<file path="config.mk">
export PLATFORM = sky130hd
export DESIGN_NAME = mpsd_pin_sequencer
export DESIGN_NICKNAME = d
export VERILOG_FILES = /design/src/inc/mpsd_pkg.sv /design/src/mpsd_delay_timer.sv /design/src/mpsd_pin_sequencer.sv
export SDC_FILE = /design/constraint.sdc
export NUM_CORES = 1
export LEC_CHECK = 0
export ABC_CLOCK_PERIOD_IN_PS = 6500
export BUFFER_PORTS_ARGS = -buffer_cell sky130_fd_sc_hd__clkbuf_2
export CORE_ASPECT_RATIO = 0.8
export CORE_MARGIN = 2
export CORE_UTILIZATION = 53
export CTS_CLUSTER_DIAMETER = 80
export DETAILED_ROUTE_END_ITERATION = 6
export GPL_TIMING_DRIVEN = 0
export PLACE_DENSITY = 0.75
export SETUP_SLACK_MARGIN = 0.3
export SYNTH_ARGS = -nofsm -noshare
export SYNTH_HDL_FRONTEND = slang
export SYNTH_SLANG_ARGS = --single-unit
</file>
<file path="constraint.sdc">
create_clock -name clock -period 6.5 [get_ports clock]
set_input_delay 0.325 -clock clock [delete_from_list [all_inputs] [get_ports clock]]
set_output_delay 0.325 -clock clock [all_outputs]
set_load 0.05 [all_outputs]
</file>
<file path="src/inc/mpsd_pkg.sv">
/*
 package of constants for the multipurpose pin sequence delay block.
 assumes a 100 MHz clock and a simple byte register port driven by the
 serial interface logic of the device.
*/
// Contract
// RULE1: seven-bit power-on delay gates pin assertion
// RULE2: delay code counts one millisecond per step
// RULE3: power-good mode selects regulator by low nibble
// RULE4: codes zero to nine map regulators
// RULE5: code ten drives AND of all
// RULE6: separate power-off delay, zero means none
// RULE7: top bit ignored on write, reads zero
`default_nettype none
package mpsd_pkg;
   // ***************************************************
   // register map
   // ***************************************************
   localparam logic [7:0] MPSD_OFS_ON_DELAY = 8'h00;  // pin1_power_on_delay
   localparam logic [7:0] MPSD_OFS_OFF_DELAY = 8'h01; // pin1_power_off_delay
   localparam logic [7:0] MPSD_RST_ON_DELAY = 8'h00;  // reset of on delay
   localparam logic [7:0] MPSD_RST_OFF_DELAY = 8'h00; // reset of off delay
   localparam int MPSD_DELAY_MSB = 6;                 // top bit of the delay field
   localparam logic [7:0] MPSD_DELAY_MASK = 8'h7f;    // writable bits
   // ***************************************************
   // power-good selector codes
   // ***************************************************
   localparam int MPSD_NUM_RAILS = 10;                // six bucks, three ldos, ddr ref
   localparam logic [3:0] MPSD_SEL_AND_ALL = 4'ha;    // and of all rails
   // ***************************************************
   // timing
   // ***************************************************
   localparam int MPSD_CLK_MHZ = 100;                 // clock rate
   localparam int MPSD_STEP_US = 1000;                // one delay step, microseconds
   localparam int MPSD_STEP_CYCLES = MPSD_STEP_US * MPSD_CLK_MHZ;
endpackage
`default_nettype wire

</file>
<file path="src/mpsd_delay_timer.sv">
/*
 delay timer: counts whole millisecond steps after a start pulse and
 raises done once the programmed number of steps has passed.
 assumes the start pulse and code are on the same clock.
*/
`timescale 1ns/1ps
`default_nettype none
module mpsd_delay_timer #(
   parameter int STEP_CYCLES = mpsd_pkg::MPSD_STEP_CYCLES
) (
   input wire logic clock,
   input wire logic rstn,
   input wire logic start,
   input wire logic abort,
   input wire logic [6:0] code,
   output logic done
);
   import mpsd_pkg::*;
   // elaboration check: a step must last at least one clock cycle
   if (STEP_CYCLES < 1) begin
      $error("step must be at least one cycle");
   end
   logic [31:0] sub_ff;  // cycles within a step
   logic [6:0] steps_ff; // steps left
   logic run_ff;         // counting
   logic done_ff;        // delay elapsed
   // RULE2: millisecond step counting
   always_ff @(posedge clock or negedge rstn) begin
      if (!rstn) begin
         sub_ff <= 32'h0;
         steps_ff <= 7'h0;
         run_ff <= 1'b0;
         done_ff <= 1'b0;
      end else if (abort) begin
         run_ff <= 1'b0;
         done_ff <= 1'b0;
      end else if (start) begin
         sub_ff <= 32'h0;
         steps_ff <= code;
         run_ff <= (code != 7'h0);
         done_ff <= (code == 7'h0);
      end else if (run_ff) begin
         if (sub_ff == 32'(STEP_CYCLES - 1)) begin
            sub_ff <= 32'h0;
            if (steps_ff == 7'h1) begin
               run_ff <= 1'b0;
               done_ff <= 1'b1;
            end
            steps_ff <= steps_ff - 7'h1;
         end else begin
            sub_ff <= sub_ff + 32'h1;
         end
      end
   end
   assign done = done_ff;
endmodule
`default_nettype wire

</file>
<file path="src/mpsd_pin_sequencer.sv">
/*
 multipurpose pin one sequencing: two delay registers, power-on and
 power-off delay timers, and power-good selection.
 assumes sequence start pulses and power-good levels come from pins.
*/
`timescale 1ns/1ps
`default_nettype none
module mpsd_pin_sequencer #(
   parameter int STEP_CYCLES = mpsd_pkg::MPSD_STEP_CYCLES
) (
   input wire logic clock,
   input wire logic rstn,
   input wire logic reg_wr,
   input wire logic reg_rd,
   input wire logic [7:0] reg_addr,
   input wire logic [7:0] reg_wdata,
   output logic [7:0] reg_rdata,
   input wire logic power_on_start,
   input wire logic power_off_start,
   input wire logic power_good_mode,
   input wire logic [mpsd_pkg::MPSD_NUM_RAILS-1:0] power_good_flag,
   output logic multipurpose_pin_one
);
   import mpsd_pkg::*;
   // ***************************************************
   // registers
   // ***************************************************
   logic [6:0] on_delay_ff;  // power-on delay field
   logic [6:0] off_delay_ff; // power-off delay field
   logic [7:0] rdata_ff;     // read data
   // RULE7: top bit dropped on write
   always_ff @(posedge clock or negedge rstn) begin
      if (!rstn) begin
         on_delay_ff <= MPSD_RST_ON_DELAY[MPSD_DELAY_MSB:0];
         off_delay_ff <= MPSD_RST_OFF_DELAY[MPSD_DELAY_MSB:0];
      end else if (reg_wr) begin
         // unmapped addresses fall through and change nothing
         if (reg_addr == MPSD_OFS_ON_DELAY) begin
            // only the seven field bits are kept
            on_delay_ff <= reg_wdata[MPSD_DELAY_MSB:0];
         end else if (reg_addr == MPSD_OFS_OFF_DELAY) begin
            off_delay_ff <= reg_wdata[MPSD_DELAY_MSB:0];
         end
      end
   end
   // RULE7: top bit reads zero
   always_ff @(posedge clock or negedge rstn) begin
      if (!rstn) begin
         rdata_ff <= 8'h00;
      end else if (reg_rd) begin
         // read data holds until the next read strobe
         if (reg_addr == MPSD_OFS_ON_DELAY) begin
            rdata_ff <= {1'b0, on_delay_ff};
         end else if (reg_addr == MPSD_OFS_OFF_DELAY) begin
            rdata_ff <= {1'b0, off_delay_ff};
         end else begin
            // unmapped reads return zero
            rdata_ff <= 8'h00;
         end
      end
   end
   assign reg_rdata = rdata_ff;
   // ***************************************************
   // pin input synchronisers
   // ***************************************************
   localparam int SW = MPSD_NUM_RAILS + 3; // rails plus three controls
   logic [SW-1:0] s1_ff, s2_ff, s3_ff, st_ff; // three stages and stable value
   // three-stage capture of the asynchronous pins
   always_ff @(posedge clock or negedge rstn) begin
      if (!rstn) begin
         s1_ff <= '0;
         s2_ff <= '0;
         s3_ff <= '0;
         st_ff <= '0;
      end else begin
         s1_ff <= {power_good_mode, power_off_start, power_on_start, power_good_flag};
         s2_ff <= s1_ff;
         s3_ff <= s2_ff;
         // a bit changes only once stages two and three agree
         for (int i = 0; i < SW; i++) begin
            if (s2_ff[i] == s3_ff[i]) begin
               st_ff[i] <= s3_ff[i];
            end
         end
      end
   end
   logic [MPSD_NUM_RAILS-1:0] pg_sync; // stable power-good flags
   logic on_lvl, off_lvl, pg_mode;     // stable controls
   logic on_prev_ff, off_prev_ff;      // edge memory
   logic on_pulse, off_pulse;          // sequence start pulses
   assign pg_sync = st_ff[MPSD_NUM_RAILS-1:0];
   assign on_lvl = st_ff[MPSD_NUM_RAILS];
   assign off_lvl = st_ff[MPSD_NUM_RAILS+1];
   assign pg_mode = st_ff[MPSD_NUM_RAILS+2];
   // previous levels, reset to the idle low of the pins
   always_ff @(posedge clock or negedge rstn) begin
      if (!rstn) begin
         on_prev_ff <= 1'b0;
         off_prev_ff <= 1'b0;
      end else begin
         on_prev_ff <= on_lvl;
         off_prev_ff <= off_lvl;
      end
   end
   // one-cycle pulses on rising sequence inputs
   assign on_pulse = on_lvl & ~on_prev_ff;
   assign off_pulse = off_lvl & ~off_prev_ff;
   // ***************************************************
   // delay timers
   // ***************************************************
   logic on_done, off_done; // delays elapsed
   // RULE1: power-on delay from sequence start
   // an off start aborts a pending on delay
   mpsd_delay_timer #(.STEP_CYCLES(STEP_CYCLES)) u_on (
      .clock(clock),
      .rstn(rstn),
      .start(on_pulse),
      .abort(off_pulse),
      .code(on_delay_ff),
      .done(on_done)
   );
   // RULE6: power-off delay from sequence start
   // an on start aborts a pending off delay
   mpsd_delay_timer #(.STEP_CYCLES(STEP_CYCLES)) u_off (
      .clock(clock),
      .rstn(rstn),
      .start(off_pulse),
      .abort(on_pulse),
      .code(off_delay_ff),
      .done(off_done)
   );
   // ***************************************************
   // power-good selection
   // ***************************************************
   function automatic logic pg_pick(input logic [3:0] sel,
                                    input logic [MPSD_NUM_RAILS-1:0] pg);
      // RULE5: code ten gives and of all
      if (sel == MPSD_SEL_AND_ALL) begin
         return &pg;
      // RULE4: codes zero to nine pick one rail
      end else if (sel < MPSD_SEL_AND_ALL) begin
         return pg[sel];
      end else begin
         return 1'b0;
      end
   endfunction
   logic pin_ff; // pin drive
   logic seq_on_ff; // pin asserted by sequence
   // sequence state: a finished off delay wins over on
   always_ff @(posedge clock or negedge rstn) begin
      if (!rstn) begin
         seq_on_ff <= 1'b0;
      end else if (off_done) begin
         seq_on_ff <= 1'b0;
      end else if (on_done) begin
         seq_on_ff <= 1'b1;
      end
   end
   // RULE3: power-good mode uses low nibble
   always_ff @(posedge clock or negedge rstn) begin
      if (!rstn) begin
         pin_ff <= 1'b0;
      end else if (pg_mode) begin
         pin_ff <= pg_pick(on_delay_ff[3:0], pg_sync);
      end else begin
         // sequence level when not in power-good mode
         pin_ff <= seq_on_ff;
      end
   end
   assign multipurpose_pin_one = pin_ff;
endmodule
`default_nettype wire

</file>
; Yosys cells after proc, flatten, opt, wreduce, memory -nomap -nowiden
; Cells that the tools add are included.
[totals]
regBits = 160
output_inout_bits = 9
[classes]
addsub = 4
order_cmp = 2
n_eq_ne = 19
mux = 41
bitwise = 7
n_reduce_logical = 25
[ops]
columns = op, count
row1 = 32-bit 2-to-1 mux, 6
row2 = "32-bit by 1-bit adder with 32-bit output, second input constant", 2
row3 = "32-bit by 17-bit == test with 1-bit output, second input constant", 2
row4 = 7-bit 2-to-1 mux, 8
row5 = 1-bit 2-to-1 mux, 26
row6 = 3-bit nonzero test, 6
row7 = 3-bit AND reduction, 5
row8 = "7-bit by 1-bit == test with 1-bit output, second input constant", 2
row9 = 7-bit zero test, 2
row10 = 7-bit nonzero test, 2
row11 = "7-bit by 1-bit subtractor with 7-bit output, second input constant", 2
row12 = 1-bit == test, 13
row13 = 10-bit AND reduction, 1
row14 = 2-bit nonzero test, 5
row15 = "8-bit by 1-bit == test with 1-bit output, second input constant", 1
row16 = 8-bit zero test, 1
row17 = 2-bit AND reduction, 3
row18 = "4-bit by 5-bit less-than comparator with 1-bit output, second input constant", 1
row19 = 1-bit inverter, 5
row20 = 1-bit binary-select mux with 4-bit select, 1
row21 = "4-bit == test, second input constant", 1
row22 = "4-bit less-than comparator, second input constant", 1
row23 = 1-bit AND, 2

; Longest topological paths before layout
[depth]
ltp_word = 6
mapped_depth = 8
ltp_nobuf = 6

; Modules after synthesis
; Synthesis repeated with hierarchy kept, for this count alone.
[hier_totals]
hier_cells = 666
hier_area_um2 = 7347.0
[modules_own_cells]
columns = module, n_inst, cells_each, area_each_um2
row1 = mpsd_delay_timer, 2, 255, 2378.5
row2 = mpsd_pin_sequencer, 1, 156, 2590.0

; Worst setup path after synthesis
; OpenSTA, ideal clock, no wires.
[synth_path]
path_kind = reg-to-reg
startpoint = reg u_on.sub_ff[10]
endpoint = reg u_on.sub_ff[21]
t_arrival_ps = 2111
t_required_ps = 6423
slack_ps = 4312
path_stages_with_launch = 8
path_buffers = 2
period_less_slack_ps = 2188
path_cell_list = dfrtp_1 > nand4_2 > or3_1 > buf_2 > or4b_1 > buf_2 > or3_1 > a21oi_1
[synth_via]
elab_chain_len = 4
elab_cells_between_ends = 5
[synth_lines]
columns = element, line_no
row1 = start: declaration, mpsd_delay_timer.sv:23  ; logic [31:0] sub_ff;
row2 = start signal: assignment, mpsd_delay_timer.sv:51  ; sub_ff <= sub_ff + 32'h1;
row3 = 32-bit by 1-bit adder with 32-bit output / 32-bit by 17-bit == test with 1-bit output (equally long branches), "mpsd_delay_timer.sv:51, mpsd_delay_timer.sv:43"
row4 = 32-bit 2-to-1 mux *, mpsd_delay_timer.sv:43  ; if (sub_ff == 32'(STEP_CYCLES - 1)) begin
row5 = 32-bit 2-to-1 mux *, mpsd_delay_timer.sv:42  ; end else if (run_ff) begin
row6 = 32-bit 2-to-1 mux *, mpsd_delay_timer.sv:37  ; end else if (start) begin
; Mark *: on every way between the ends. The rest lies on a longest branch, timed or not. The select of a mux whose other input is x is not followed.
; A chain may end at the register's enable or synchronous reset.

; Final worst setup path
[layout_path]
startpoint = reg u_off.sub_ff[22]
endpoint = reg u_off.sub_ff[28]
[layout_via]
elab_chain_len = 4
elab_cells_between_ends = 5
[layout_lines]
columns = element, line_no
row1 = start: declaration, mpsd_delay_timer.sv:23
row2 = start signal: assignment, mpsd_delay_timer.sv:51
row3 = 32-bit by 1-bit adder with 32-bit output / 32-bit by 17-bit == test with 1-bit output (equally long branches), "mpsd_delay_timer.sv:51, mpsd_delay_timer.sv:43"
row4 = 32-bit 2-to-1 mux *, mpsd_delay_timer.sv:43
row5 = 32-bit 2-to-1 mux *, mpsd_delay_timer.sv:42
row6 = 32-bit 2-to-1 mux *, mpsd_delay_timer.sv:37
; Marked as above.

==> metrics.cfg <==
[outcome]
status=complete, no violations

[yosys]
postSynthCellCount=650
synthArstFlopShare_pct=100
synth_seq_cells=159
synth_top_area_share_pct=56.4
synth_commonest_cells=159 x dfrtp_1, 77 x nor2_1, 40 x nand2_1
synth_cell_types=66
synth_area_um2=7060
synth.avg_cell_area_um2=10.9
yosysWarnings=0
yosysTopAreaCell=dfrtp_1
yosysSeqAreaShare_pct=56.4
synth_most_common_cell=dfrtp_1
ys.flop_type=dfrtp_1
synth_edf_count=0
synthTopCellsByArea=dfrtp_1 56%, nor2_1 4.1%, xnor2_1 2.7%, xor2_1 2.7%, a21oi_1 2.6%
synth.net_count=689

[timing]
clock-skew-final_ns=0.0184
rsz0062_at_grt=false
setup_viol=0
setup_tns_ns=0
fin_ws_ns=3.74
fmax_mhz=362
holdWs_ns=0.153
period_share_pct=42.5
min_period_ns=2.76
finalHoldViolCount=0
finalMaxSlewViolations=0
slew_headroom_pct=49.0
tightest_slew_ns=0.761

[clocking]
cts_tree=done
cts_sinks=159
cts_inserted_buffers=17
cts_buffer_depth=2
clkTransAtPathRegs_ns=0.06
clk_latency_ns=0.43
htreeDepth=4
cts_root_buf=clkbuf_16
cts_setup_buffers=0

[route]
wire_per_inst_um=16.9
drt_iter0_markers=547
dr.pass1.iters=6
via_count=5419
wl_um=15400
drc_errors=0
routed_via_density=5.95
postRouteAntennaNets=0

[placement]
dpl.cell_count=865
post-dp-hpwl_um=10500
pre_cts_ws_ns=3.78
gp_congestion=0.912
io_buffer_count=39

[floorplan]
die_w_um=133
fp-row-count=37
die_h_um=107
ios=42
initial_core_util_pct=54.7
die_area_um2=14300
core_um2=12900

[cells_and_area]
layoutNonFillerInstCount=911
layout.nets=762
diodes=0
drive_above_1_share_pct=13.6
area_growth_pct=16.7

[worst_setup_path]
crit_chain=nor4_1 > nand4_1 > nor2_1 > o21a_1 > clkbuf_1 > clkbuf_1 > nor3_1
cpMostUsedCell=clkbuf_1
crit_buf_inv=2
crit_family=simple AND/OR/NAND/NOR gates
worstSetupStartpointType=flop
worstPathArrival_ns=3.05
path_max_fanout=10
slowest_stage=nor4_1
crit_type=reg2reg
required_ns=6.79
critPathMaxStageDelay_ns=0.47
critPathCaptureType=flop

[global_route]
grt_pass1_wl_um=26300
grtUsageTotal_pct=23.6
grt_pass1_vias=5281
grt_start_max_net_pins=99
gr-total-overflow=0
antenna_found_initial=0

[power]
p_leak_nw=3.56
p_per_area_nw_per_um2=299
peakVddDrop_mv=0.251
p_total_w=0.00246

[flow_run]
drv_cap=0

[min_path]
hp-class=in2reg

==> registers in the layout, summed over array words and instances (netlist names) <==
signal and cells:
u_on.sub_ff 32, multipurpose_pin_one 1, s1_ff 13, u_off.run_ff 1, off_prev_ff 1, u_off.sub_ff 32
s3_ff 13, on_delay_ff 7, st_ff 13, seq_on_ff 1, on_prev_ff 1, reg_rdata 7
u_on.run_ff 1, u_off.steps_ff 7, u_on.done 1, off_delay_ff 7, u_off.done 1, s2_ff 13
u_on.steps_ff 7
==> through the flow <==
step           instance area, um2  util, %
2_1_floorplan                7060        -
3_3_place_gp                 7470     57.9
3_5_place_dp                 7510     58.2
4_1_cts                      8240     63.8
5_1_grt                      8240     63.8
6_report                     8240     63.8
==> layout make-up <==
cell class	count	area [um2]
Tap cell	175	219
Fill cell	1003	4670
Inverter	16	60.1
Sequential cell	159	3980
Timing Repair Buffer	54	372
Multi-Input combinational cell	449	2900
Clock buffer	20	467
Buffer	26	119
Clock inverter	12	124
==> per-layer routing <==
layer  vias up  track usage [%]  routed length (um)
li1       2513                -                   -
met1      2642             34.4                7130
met2       236             34.6                6850
met3        28             5.77                1180
met4         0             8.68                 238
met5         -                0                   0
==> cells in the final DEF (no fill, tap or decap), types with 15 or more instances in the layout <==
cell type  count
clkbuf_2      38
nor4_1        22
nand4_1       27
dfrtp_1      159
nor3_1        18
xnor2_1       22
nand2_1       40
nor2_1        77
a21oi_1       36
mux2_2        15
clkbuf_1      20
clkbuf_16     17
nand3_1       16
inv_1         15
xor2_1        22
==> where the power goes <==
group | leakage (nW) | switching (W) | internal, W | total, W
logic | 1.23 | 0.000193 | 0.000129 | 0.000322
registers | 2.05 | 0.0000857 | 0.00108 | 0.00117
clock network | 0.285 | 0.000406 | 0.000565 | 0.000971
==> path summary, 6_finish.rpt <==
check                           slack, ns                         start  depth (start not counted)                           end
worst max-delay path                 3.74  u_off.sub_ff[22]$_DFFE_PN0P_                          7  u_off.sub_ff[28]$_DFFE_PN0P_
worst min-delay path                 0.15                  reg_wdata[0]                          2    on_delay_ff[0]$_DFFE_PN0P_
worst max register to register       3.74  u_off.sub_ff[22]$_DFFE_PN0P_                          7  u_off.sub_ff[28]$_DFFE_PN0P_
worst min register to register       0.35            s1_ff[1]$_DFF_PN0_                          0            s2_ff[1]$_DFF_PN0_
max in group asynchronous            5.23                          rstn                          3          st_ff[8]$_DFFE_PN0N_
min in group asynchronous            0.43                          rstn                          2           s1_ff[11]$_DFF_PN0_
==> cells by family (layout without fill, tap and decap cells) <==
group / count (synthesis) / count (layout) / share of synthesized area [%]
fa+ha+maj: 19 / 19 / 2.91
mux: 24 / 24 / 4.02
simple gates: 258 / 258 / 19.2
other cells: 1 / 1 / 0.0531
flops: 159 / 159 / 56.4
buf+inv: 42 / 128 / 2.53
compound gates: 103 / 103 / 9.46
xor+xnor: 44 / 44 / 5.46
==> repair_timing <==
action / in CTS / in global routing
hold buffers: 14 / 0
hold endpoints to repair: 74 / 0
gates resized for setup: 0 / 0
(Power assumes the default switching activity.)
